[config.mk]
export PLATFORM = sky130hd
export DESIGN_NAME = cpd_counter_param
export DESIGN_NICKNAME = d
export VERILOG_FILES = /design/src/shared/cpd_pkg.sv /design/src/hdl/cpd_counter_param.sv
export SDC_FILE = /design/constraint.sdc
export NUM_CORES = 1
export LEC_CHECK = 0
export ABC_AREA = 1
export BUFFER_PORTS_ARGS = -buffer_cell sky130_fd_sc_hd__buf_2
export CAP_MARGIN = 20
export CORE_MARGIN = 1.5
export CORE_UTILIZATION = 60
export CTS_CLUSTER_DIAMETER = 60
export DETAILED_ROUTE_END_ITERATION = 10
export GPL_ROUTABILITY_DRIVEN = 1
export PLACE_DENSITY = 0.8
export SETUP_SLACK_MARGIN = 0.4
export SLEW_MARGIN = 5
export SYNTH_ARGS = -nofsm -noshare
export SYNTH_HDL_FRONTEND = slang
export SYNTH_SLANG_ARGS = --single-unit
[constraint.sdc]
create_clock -name clk_sys -period 5.8 [get_ports clk_sys]
set_input_delay 0.58 -clock clk_sys [delete_from_list [all_inputs] [get_ports clk_sys]]
set_output_delay 0.58 -clock clk_sys [all_outputs]
set_load 0.01 [all_outputs]
[src/shared/cpd_pkg.sv]
package cpd_pkg;
	// Parameter record byte indices
	localparam logic [3:0] CPD_IDX_TRACK_A = 4'h1;
	localparam logic [3:0] CPD_IDX_TRACK_B = 4'h2;
	localparam logic [3:0] CPD_IDX_RESET   = 4'h3;
	localparam logic [3:0] CPD_IDX_RSVD    = 4'h4;
	localparam logic [3:0] CPD_IDX_INT_EN  = 4'h5;
	localparam logic [3:0] CPD_IDX_FCT     = 4'h6;

	// Reset values
	localparam logic [7:0] CPD_FLT_RST    = 8'h02;
	localparam logic [7:0] CPD_INT_RST    = 8'h00;
	localparam logic [7:0] CPD_FCT_RST    = 8'h00;

	// Filter codes
	localparam logic [7:0] CPD_FLT_500K   = 8'h00;
	localparam logic [7:0] CPD_FLT_300K   = 8'h01;
	localparam logic [7:0] CPD_FLT_100K   = 8'h02;
	localparam logic [7:0] CPD_FLT_10K    = 8'h03;

	// Interrupt enable bit positions and writable mask
	localparam int         CPD_INT_OVF_BIT = 2;
	localparam int         CPD_INT_UNF_BIT = 3;
	localparam int         CPD_INT_CMP_BIT = 4;
	localparam int         CPD_INT_END_BIT = 5;
	localparam logic [7:0] CPD_INT_MASK    = 8'h3c;

	// Counter function codes
	localparam logic [7:0] CPD_FCT_ENDLESS  = 8'h00;
	localparam logic [7:0] CPD_FCT_ONCE_FWD = 8'h01;
	localparam logic [7:0] CPD_FCT_ONCE_BWD = 8'h02;
	localparam logic [7:0] CPD_FCT_ONCE_NON = 8'h04;
	localparam logic [7:0] CPD_FCT_PER_FWD  = 8'h08;
	localparam logic [7:0] CPD_FCT_PER_BWD  = 8'h10;
	localparam logic [7:0] CPD_FCT_PER_NON  = 8'h20;

	// Decoded mode and direction
	localparam logic [1:0] CPD_MODE_ENDLESS  = 2'h0;
	localparam logic [1:0] CPD_MODE_ONCE     = 2'h1;
	localparam logic [1:0] CPD_MODE_PERIODIC = 2'h2;
	localparam logic [1:0] CPD_DIR_NONE      = 2'h0;
	localparam logic [1:0] CPD_DIR_FWD       = 2'h1;
	localparam logic [1:0] CPD_DIR_BWD       = 2'h2;

	// Filter timing: least stable pulse width is half a period
	localparam int CPD_CLK_PERIOD_NS = 10;
	localparam int CPD_T500K_NS      = 1000;
	localparam int CPD_T300K_NS      = 1667;
	localparam int CPD_T100K_NS      = 5000;
	localparam int CPD_T10K_NS       = 50000;
	localparam int CPD_CYC_500K =
		(CPD_T500K_NS + CPD_CLK_PERIOD_NS - 1) / CPD_CLK_PERIOD_NS;
	localparam int CPD_CYC_300K =
		(CPD_T300K_NS + CPD_CLK_PERIOD_NS - 1) / CPD_CLK_PERIOD_NS;
	localparam int CPD_CYC_100K =
		(CPD_T100K_NS + CPD_CLK_PERIOD_NS - 1) / CPD_CLK_PERIOD_NS;
	localparam int CPD_CYC_10K =
		(CPD_T10K_NS + CPD_CLK_PERIOD_NS - 1) / CPD_CLK_PERIOD_NS;
	localparam int CPD_CNT_W = 13;
endpackage

[src/hdl/cpd_counter_param.sv]
`timescale 1ns/100ps
// Contract
// [RL1] Track A code 00h gives 500kHz limit, 01h gives 300kHz.
// [RL2] Track B has its own code byte: 300kHz, 100kHz, 10kHz selectable.
// [RL3] Tracks filtered per limit; reset input filter fixed at 100kHz, 02h.
// [RL4] Interrupt byte bit 2 enables overflow process interrupt.
// [RL5] Interrupt byte bit 3 enables underflow process interrupt.
// [RL6] Interrupt byte bit 4 enables comparison process interrupt.
// [RL7] Interrupt byte bit 5 enables end value process interrupt.
// [RL8] Interrupt source passes only while its enable bit is set.
// [RL9] Function selector in bits 5..0; bits 7..6 held zero.
// [RL10] Function value zero selects endless counting.
// [RL11] Codes 01h, 02h, 04h select once forward, backwards, no direction.
// [RL12] Codes 08h, 10h, 20h select periodic forward, backwards, none.
// [RL13] Host writes interrupt and function bytes only while stopped.
// [RL14] Interrupt byte bits 0, 1, 6, 7 read zero, writes ignored.
// [RL15] Unlisted function code flags error, keeps active counting mode.
module cpd_counter_param
	import cpd_pkg::*;
#(
	parameter int CYC_10K = CPD_CYC_10K
) (
	input  wire logic       clk_sys,
	input  wire logic       rst_b,
	input  wire logic       prm_wr,
	input  wire logic       prm_rd,
	input  wire logic [3:0] prm_idx,
	input  wire logic [7:0] prm_wdata,
	output logic      [7:0] prm_rdata,
	input  wire logic       sys_stopped,
	input  wire logic       track_a_pin,
	input  wire logic       track_b_pin,
	input  wire logic       reset_pin,
	output logic            track_a_filt,
	output logic            track_b_filt,
	output logic            reset_filt,
	input  wire logic       ev_ovf,
	input  wire logic       ev_unf,
	input  wire logic       ev_cmp,
	input  wire logic       ev_end,
	output logic            irq_ovf,
	output logic            irq_unf,
	output logic            irq_cmp,
	output logic            irq_end,
	output logic      [1:0] cnt_mode,
	output logic      [1:0] cnt_dir,
	output logic            param_err
);
	typedef logic [CPD_CNT_W-1:0] cpd_cnt_t;

	typedef struct packed {
		logic [2:0][1:0] sync;
		logic [2:0]      filt;
		cpd_cnt_t [2:0]  cnt;
		logic [7:0]      flt_a;
		logic [7:0]      flt_b;
		logic [7:0]      int_en;
		logic [7:0]      fct;
		logic [1:0]      mode;
		logic [1:0]      dir;
		logic            perr;
		logic [7:0]      rdata;
		logic [3:0]      irq;
	} cpd_state_t;

	cpd_state_t s_reg;
	cpd_state_t s_next;
	logic       rst_q1_reg;
	logic       rst_sync_b;
	cpd_cnt_t   lim [3];
	logic [2:0] pins;
	logic       fct_ok;
	logic [1:0] fct_mode;
	logic [1:0] fct_dir;

	// Filter code to stable-cycle limit
	function automatic cpd_cnt_t cpd_limit(input logic [7:0] code);
		case (code)
			CPD_FLT_500K: cpd_limit = CPD_CNT_W'(CPD_CYC_500K);
			CPD_FLT_300K: cpd_limit = CPD_CNT_W'(CPD_CYC_300K);
			CPD_FLT_10K:  cpd_limit = CPD_CNT_W'(CYC_10K);
			default:      cpd_limit = CPD_CNT_W'(CPD_CYC_100K);
		endcase
	endfunction

	// Reset release synchroniser
	always_ff @(posedge clk_sys or negedge rst_b) begin
		if (!rst_b) begin
			rst_q1_reg <= 1'b0;
			rst_sync_b <= 1'b0;
		end else begin
			rst_q1_reg <= 1'b1;
			rst_sync_b <= rst_q1_reg;
		end
	end

	// [RL1] [RL2] Limit selection
	assign lim[0] = cpd_limit(s_reg.flt_a);
	assign lim[1] = cpd_limit(s_reg.flt_b);
	// [RL3] Reset input fixed limit
	assign lim[2] = CPD_CNT_W'(CPD_CYC_100K);
	assign pins   = {reset_pin, track_b_pin, track_a_pin};

	// [RL10] [RL11] [RL12] One-hot function decode
	always_comb begin
		fct_ok   = 1'b1;
		fct_mode = CPD_MODE_ENDLESS;
		fct_dir  = CPD_DIR_NONE;
		case (prm_wdata)
			CPD_FCT_ENDLESS: ;
			CPD_FCT_ONCE_FWD: begin
				fct_mode = CPD_MODE_ONCE;
				fct_dir  = CPD_DIR_FWD;
			end
			CPD_FCT_ONCE_BWD: begin
				fct_mode = CPD_MODE_ONCE;
				fct_dir  = CPD_DIR_BWD;
			end
			CPD_FCT_ONCE_NON: fct_mode = CPD_MODE_ONCE;
			CPD_FCT_PER_FWD: begin
				fct_mode = CPD_MODE_PERIODIC;
				fct_dir  = CPD_DIR_FWD;
			end
			CPD_FCT_PER_BWD: begin
				fct_mode = CPD_MODE_PERIODIC;
				fct_dir  = CPD_DIR_BWD;
			end
			CPD_FCT_PER_NON: fct_mode = CPD_MODE_PERIODIC;
			default: fct_ok = 1'b0;
		endcase
	end

	// Next-state logic
	always_comb begin
		s_next = s_reg;
		// [RL3] Sync and glitch filter
		for (int i = 0; i < 3; i++) begin
			s_next.sync[i] = {s_reg.sync[i][0], pins[i]};
			if (s_reg.sync[i][1] == s_reg.filt[i]) begin
				s_next.cnt[i] = '0;
			end else if (s_reg.cnt[i] + 1'b1 >= lim[i]) begin
				s_next.filt[i] = s_reg.sync[i][1];
				s_next.cnt[i]  = '0;
			end else begin
				s_next.cnt[i] = s_reg.cnt[i] + 1'b1;
			end
		end
		// Parameter writes
		if (prm_wr) begin
			case (prm_idx)
				CPD_IDX_TRACK_A: s_next.flt_a = prm_wdata;
				CPD_IDX_TRACK_B: s_next.flt_b = prm_wdata;
				// [RL13] [RL14] Masked enable write
				CPD_IDX_INT_EN: begin
					if (sys_stopped)
						s_next.int_en = prm_wdata & CPD_INT_MASK;
				end
				// [RL9] [RL13] [RL15] Function write
				CPD_IDX_FCT: begin
					if (sys_stopped && fct_ok) begin
						s_next.fct  = prm_wdata;
						s_next.mode = fct_mode;
						s_next.dir  = fct_dir;
						s_next.perr = 1'b0;
					end else if (sys_stopped) begin
						s_next.perr = 1'b1;
					end
				end
				default: ;
			endcase
		end
		// Read data, reserved and unmapped read zero
		if (prm_rd) begin
			case (prm_idx)
				CPD_IDX_TRACK_A: s_next.rdata = s_reg.flt_a;
				CPD_IDX_TRACK_B: s_next.rdata = s_reg.flt_b;
				CPD_IDX_RESET:   s_next.rdata = CPD_FLT_100K;
				CPD_IDX_INT_EN:  s_next.rdata = s_reg.int_en;
				CPD_IDX_FCT:     s_next.rdata = s_reg.fct;
				default:         s_next.rdata = 8'h00;
			endcase
		end
		// [RL4] [RL5] [RL6] [RL7] [RL8] Enable gating
		s_next.irq = {ev_end & s_reg.int_en[CPD_INT_END_BIT],
			ev_cmp & s_reg.int_en[CPD_INT_CMP_BIT],
			ev_unf & s_reg.int_en[CPD_INT_UNF_BIT],
			ev_ovf & s_reg.int_en[CPD_INT_OVF_BIT]};
	end

	// State register
	always_ff @(posedge clk_sys or negedge rst_sync_b) begin
		if (!rst_sync_b) begin
			s_reg        <= '0;
			s_reg.flt_a  <= CPD_FLT_RST;
			s_reg.flt_b  <= CPD_FLT_RST;
			s_reg.int_en <= CPD_INT_RST;
			s_reg.fct    <= CPD_FCT_RST;
		end else begin
			s_reg <= s_next;
		end
	end

	// Outputs straight from flops
	assign prm_rdata    = s_reg.rdata;
	assign track_a_filt = s_reg.filt[0];
	assign track_b_filt = s_reg.filt[1];
	assign reset_filt   = s_reg.filt[2];
	assign irq_ovf      = s_reg.irq[0];
	assign irq_unf      = s_reg.irq[1];
	assign irq_cmp      = s_reg.irq[2];
	assign irq_end      = s_reg.irq[3];
	assign cnt_mode     = s_reg.mode;
	assign cnt_dir      = s_reg.dir;
	assign param_err    = s_reg.perr;
endmodule // cpd_counter_param

==> impl_metrics.csv, run 1 <==
group,metric,value,unit
run_status,outcome,"completed",
synth,yosysUniqueCellTypes,38,
route,avgViaCountPerCell,5.24,
timing,slew_headroom,45.4,%
route,drt_wl_total,10800,um
place,place_congestion,0.911,
critical_path,rr_worst_depth,12,
synth,ys.warnings.count,0,
critical_path,cp_data_arrival_time,2.97,ns
finish,largest_register_ffs,70,
synth,syn-cell-area,0.00547,mm2
clock_tree,holdBufCountCts,1,
clock_tree,root_buffer,"clkbuf_8",
route,drc,0,
clock_tree,cts_setup_buffers,0,
clock_tree,cts_sinks,95,
critical_path,worstPathMaxFanout,13,
die,die_h,98.5,um
finish,nets,762,
clock_tree,tritoncts,"yes",
place,dp_hpwl,8220,um
clock_tree,clock_path_buffers,2,
global_routing,first_global_vias,4254,
clock_tree,cts_buffers,9,
die,core,0.00876,mm2
timing,tightest_slew,0.819,ns
route,vias,4331,
worst_hold_path,hp-class,"register to async pin",
die,die_x,98.5,um
critical_path,r2r_end,"s_reg[63]",
synth,synthCells,674,
finish,layout-drive-gt1-share,18.4,%
die,io_pins,44,
die,rows,34,
timing,period_minus_slack,2.69,ns
critical_path,end_kind,"register",
synth,ys_ff_latch,95,
power,peakVddDrop,153,uV
place,port_buffers,43,
global_routing,grtUsageTotal,24.2,%
critical_path,crit_path_start,"s_reg[39]",
timing,rsz0062_at_grt,"no",
timing,final-hold-violation-count,0,
run,max-cap-violations,0,
finish,most-common-layout-cells,"159 x nand2_1, 102 x inv_1, 92 x dfrtp_1, 60 x nor2_1, 43 x buf_2",
timing,finalClockSkew,0.00684,ns
route,ant_nets,0,
power,cellPowerDensity,230,mW/mm2
global_routing,grt_pass1_wl,19000,um
global_routing,grt_remaining_overflow,0,
timing,drv_slew,0,
route,drtPass1Iterations,5,
finish,mostFrequentLayoutCell,"nand2_1",
die,die_area,0.00970,mm2
timing,finalSetupViolations,0,
clock_tree,h-tree-depth,3,
critical_path,criticalPathCategory,"register to register",
synth,avgSynthCellArea,8.11,um2
global_routing,antenna_found_initial,0,
synth,synthTopCellsByArea,"dfrtp_1 43%, nand2_1 11%, inv_1 7.0%, ha_1 5.7%, nor2_1 4.1%",
global_routing,grt_max_degree,69,
finish,diodes,0,
clock_tree,worstSkewPairLatency,0.36,ns
critical_path,critPathLaunchType,"register",
place,placed_area,0.00569,mm2
finish,area_delta_synth_final,7.89,%
critical_path,r2r_slack,3.11,ns
critical_path,r2r_start,"s_reg[39]",
route,drtIter0Drc,197,
critical_path,cp.required,6.08,ns
timing,fin_crit_sh,46.3,%
timing,clock.fmax,372,MHz
synth,synth_seq_area_share,43.5,%
clock_tree,clk_pin_slew,0.09,ns
timing,final.setup.tns,0,ns
die,start_util,62.4,%
route,wl_per_cell,13.1,um
finish,postLayoutCellArea,0.00590,mm2
clock_tree,postCtsResizedCells,0,
power,leakage,2.99,nW
synth,netlist.area_leader.share,42.6,%
synth,yosys.area.top_type,"dfrtp_1",
-- power breakdown --
part | switching (mW) | internal (mW)
clock network | 0.228 | 0.211
logic | 0.107 | 0.0634
registers | 0.0397 | 0.710
total | 0.374 | 0.985
-- cell families (layout without fill, tap and decap cells) --
logic type	after synthesis	count (layout)	synth area share [%]
flip-flops	95	95	43.5
other	2	5	0.137
AND/OR/NAND/NOR	349	349	31.0
adder cells (fa/ha/maj)	25	25	5.72
buffers and inverters	124	165	9.88
multiplexers	4	4	0.824
XOR/XNOR	19	19	3.04
AO/OA/AOI/OAI	56	56	5.83
-- routing by layer --
| metal | GRT usage, % | share of wire (%) | routed length (um) | vias up |
|---|---|---|---|---|
| met3 | 4.82 | 4.6 | 494 | 14 |
| met2 | 41.3 | 49 | 5290 | 105 |
| met4 | 6.18 | 1.4 | 146 | 0 |
| met5 | 0 | 0 | 0 | - |
| li1 | - | - | - | 2184 |
| met1 | 31.8 | 45 | 4850 | 2028 |
-- Yosys cell counts --
| cell type | n |
|---|---|
| a31o_2 | 1 |
| nor2_1 | 60 |
| clkinv_2 | 1 |
| buf_4 | 13 |
| nand2_1 | 159 |
| and3_1 | 1 |
| a21o_1 | 2 |
| o21ai_1 | 6 |
| inv_2 | 1 |
| nor2_4 | 14 |
| nand4_1 | 14 |
| nand3_2 | 2 |
| ha_1 | 25 |
| buf_2 | 1 |
| clkbuf_1 | 4 |
| buf_12 | 1 |
| nand3_1 | 38 |
| buf_6 | 1 |
| a21oi_1 | 9 |
| o211ai_1 | 4 |
| nor4_1 | 4 |
| nor3_1 | 7 |
| o2111ai_1 | 4 |
| o21a_1 | 2 |
| nand3b_1 | 3 |
| or2_2 | 5 |
| xnor2_1 | 2 |
| xor2_1 | 17 |
| mux2_2 | 4 |
| o21ai_0 | 28 |
| dfrtp_1 | 93 |
| nand3_4 | 2 |
| nor2_2 | 27 |
| dfstp_2 | 2 |
| nand4_4 | 1 |
| conb_1 | 2 |
| inv_1 | 102 |
| nand2_2 | 12 |
-- final cells by class --
type | count | area (um2)
Inverter | 104 | 392
Sequential cell | 95 | 2380
Tap cell | 108 | 135
Timing Repair Buffer | 45 | 233
Multi-Input combinational cell | 458 | 2560
Clock inverter | 5 | 56.3
Clock buffer | 11 | 141
Fill cell | 710 | 2860
-- worst max-delay path, stage by stage (launching register included) --
cell,delay [ns]
dfrtp_1,0.41
nor4_1,0.30
inv_1,0.14
nor3_1,0.34
inv_1,0.17
ha_1,0.37
nand4_1,0.11
nand3_1,0.07
nand2_1,0.06
nand3_1,0.08
nand2_2,0.11
nand3_4,0.25
nor2_1,0.18
-- metrics by stage --
stage	setup slack (ns)	std cells	util (%)	total power [mW]	hold WS, ns
CTS	3.10	826	67.3	1.37	0.254
global placement	3.29	809	65.0	0.921	0.234
floorplan	2.96	677	-	0.881	0.284
global route	2.90	826	67.3	1.43	0.271
finish	3.11	826	67.3	1.36	0.234
detailed placement	3.14	809	65.0	0.932	0.245
-- how the worst max path moves through the flow --
stage / end / slack (ns) / cells past startpoint
after floorplan: cnt_dir[0] / 2.96 / 0
final: s_reg[63] / 3.11 / 12
after detailed placement: s_reg[74] / 3.14 / 12
after CTS: s_reg[63] / 3.10 / 12
after global placement: s_reg[49] / 3.29 / 18
after global routing: s_reg[62] / 2.90 / 12
(Power assumes the default switching activity.)
==> run 2, diff against run 1 <==
Settings changed: ABC_AREA 1 to 0, CORE_UTILIZATION 60 to 54, PLACE_DENSITY 0.8 to 0.76.
Clock period 5.8 ns to 2.38 ns, I/O delays scaled along.
==> impl_metrics.csv, run 2 <==
group,metric,value,unit
run_status,outcome,"complete, but fails checks",
run_status,violations,"negative setup slack",
critical_path,cp.required,2.68,ns
global_routing,grt_max_degree,41,
power,seq_power_share,51.8,%
clock_tree,clock_path_buffers,2,
synth,ys_ff_latch,95,
finish,nets,633,
timing,finalSetupViolations,28,
timing,final-hold-violation-count,0,
clock_tree,clk_pin_slew,0.10,ns
die,rows,35,
clock_tree,cts_sinks,95,
worst_hold_path,hold_depth,2,
timing,finalClockSkew,0.0105,ns
route,drc,0,
finish,layout-drive-gt1-share,40.6,%
timing,tightest_slew,0.612,ns
route,drtPass1Iterations,4,
finish,most-common-layout-cells,"89 x dfrtp_1, 65 x buf_4, 43 x buf_2, 29 x mux2_2, 26 x nor2_1",
power,leakage,3.01,nW
critical_path,criticalPathCategory,"register to register",
die,core,0.00915,mm2
critical_path,cp_data_arrival_time,3.46,ns
power,p_comb_share,19.6,%
die,start_util,54.9,%
route,avgViaCountPerCell,5.55,
place,place_congestion,0.885,
timing,drv_slew,0,
finish,multiInputGateArea,0.00278,mm2
clock_tree,tritoncts,"yes",
finish,diodes,0,
timing,slew_headroom,59.2,%
route,wl_per_cell,16.5,um
global_routing,grt_remaining_overflow,0,
global_routing,antenna_found_initial,0,
synth,synth_ff_type,"dfrtp_1",
synth,ys_async_sr_fraction,100,%
timing,period_minus_slack,3.15,ns
route,vias,3882,
clock_tree,h-tree-depth,3,
timing,fin_crit_sh,132,%
route,top_layer,"met4",
synth,synth_seq_area_share,47.3,%
route,drtIter0Drc,148,
clock_tree,cts_buffers,9,
power,switching_share,29.3,%
critical_path,worstPathMaxFanout,5,
synth,synthCells,474,
synth,synth-edff-count,0,
timing,clock.fmax,317,MHz
synth,syn-cell-area,0.00503,mm2
timing,rsz0062_at_grt,"yes",
die,io_pins,44,
synth,ys.warnings.count,0,
die,die_area,0.00990,mm2
route,ant_nets,0,
route,wl_met3,335,um
power,peakVddDrop,358,uV
finish,seq_area,0.00239,mm2
global_routing,grtUsageTotal,23.0,%
die,die_x,99.5,um
critical_path,rr_worst_depth,12,
finish,largest_register_ffs,70,
route,drt-met1-wl,5180,um
run,max-cap-violations,0,
power,p_sw,1.04,mW
power,clkPwrFrac,28.6,%
critical_path,max_stage_delay,0.43,ns
synth,yosys.area.top_type,"dfrtp_1",
critical_path,slowest_stage,"a2111o_1",
power,finalPower,3.53,mW
synth,yosysUniqueCellTypes,60,
finish,num-fill-cells,654,
place,port_buffers,43,
critical_path,worstPathCellList,"nor4_2, nand2_1, or3_4, inv_2, ha_4, nand2b_4, a2111oi_4, a2111oi_2, o311a_1, a2111o_1, buf_6, nor2b_2",
power,cellPowerDensity,549,mW/mm2
critical_path,end_kind,"register",
synth,yosysMostFrequentCell,"dfrtp_1",
finish,area_delta_synth_final,27.9,%
die,die_h,99.5,um
route,drt_wl_total,11600,um
synth,avgSynthCellArea,10.6,um2
finish,mostFrequentLayoutCell,"dfrtp_1",
power,p_int,2.50,mW
critical_path,critPathLaunchType,"register",
synth,synthTopCellsByArea,"dfrtp_1 46%, mux2_2 6.9%, ha_1 6.2%, xor2_1 3.8%, nor2_1 3.1%",
worst_hold_path,hp-class,"input port to register",
clock_tree,root_buffer,"clkbuf_8",
global_routing,grt_pass1_wl,17900,um
global_routing,first_global_vias,3729,
place,dp_hpwl,7320,um
clock_tree,worstSkewPairLatency,0.37,ns
synth,netlist.area_leader.share,46.3,%
route,wl_met2,5850,um
timing,setup_slack,-0.773,ns
synth,ys_top_cells_by_count,"93 x dfrtp_1, 41 x nor2_1, 31 x mux2_2",
timing,holdWs,0.0646,ns
[run 2: cell types whose count changed after synthesis, sizes merged, moves of 8 or more]
cell   change
nand2    -147
inv       -77
nor2      -58
mux2      +27
o21ai     -25
nor2b     +21
nand3     -19
xnor2     +14
o22ai     +12
nand4     -10
mux2i      +8
[run 2: worst paths after layout]
path | from | to | slack [ns]
max | s_reg[37] | s_reg[71] | -0.77
min | ev_unf | irq_unf | 0.06
max reg2reg | s_reg[37] | s_reg[71] | -0.77
min reg2reg | rst_sync_b | s_reg[30] | 0.28
max in group asynchronous | rst_sync_b | s_reg[42] | 1.40
min in group asynchronous | rst_b | rst_sync_b | 0.17
[run 2: timing repair]
item / in CTS / in global routing
gates cloned: 1 / 1
hold buffers: 4 / 0
endpoints found under the setup margin: 38 / 38
buffers inserted: 8 / 10
gates resized for setup: 37 / 47
hold endpoints to repair: 5 / 0
pin swaps: 19 / 20
[run 2: area by class of cell]
type,instances,share of cell area [%]
well taps,111,2.16
clock inverters,6,0.817
repair buffers,120,13.1
clock buffers,10,1.99
flip-flops and latches,95,37.1
multi-input cells,332,43.3
inverters,26,1.52
[run 2: cells by family (layout without fill, tap and decap cells)]
kind of cell / after synthesis / in the layout / share of synthesized area [%]
xor gates and xnor gates: 38 / 38 / 6.62
adders and majority gates: 25 / 25 / 6.22
DFF: 95 / 95 / 47.3
AOI/OAI and AO/OA: 62 / 62 / 8.46
muxes: 39 / 39 / 8.54
buffers and inverters: 52 / 162 / 5.10
and+or+nand+nor: 161 / 163 / 17.6
other: 2 / 5 / 0.149
[run 2: per-stage QoR]
stage | instance area [um2] | setup slack [ns] | std cells | setup TNS, ns | util, %
finish | 6430 | -0.773 | 700 | -11.80 | 70.2
global route | 6430 | -0.864 | 700 | -14.62 | 70.2
CTS | 6160 | -0.608 | 689 | -9.58 | 67.3
detailed placement | 5690 | -0.732 | 660 | -13.35 | 62.2
global placement | 5690 | -0.635 | 660 | -11.66 | 62.2
floorplan | 5070 | -0.504 | 477 | -5.93 | -
[run 2: critical path, delay by kind of cell (launching register included)]
kind,cells,cell delay [ns]
compound gates,4,1.17
fa+ha+maj,1,0.19
simple gates,5,1.06
buf+inv,2,0.25
flops,1,0.40
[run 2: power by group through the flow]
stage                     logic, mW  clock network, mW  registers, mW
after floorplan               0.292                  0           1.86
after global placement        0.541                  0           1.84
after detailed placement      0.557                  0           1.85
after CTS                     0.648               1.03           1.83
after global routing          0.751               1.09           1.85
final                         0.693               1.01           1.83
[run 2: per-layer routing]
layer	up-vias	track usage [%]
met5	-	0
met3	18	3.09
met4	0	7.58
met1	1908	31.4
li1	1870	-
met2	86	38.1
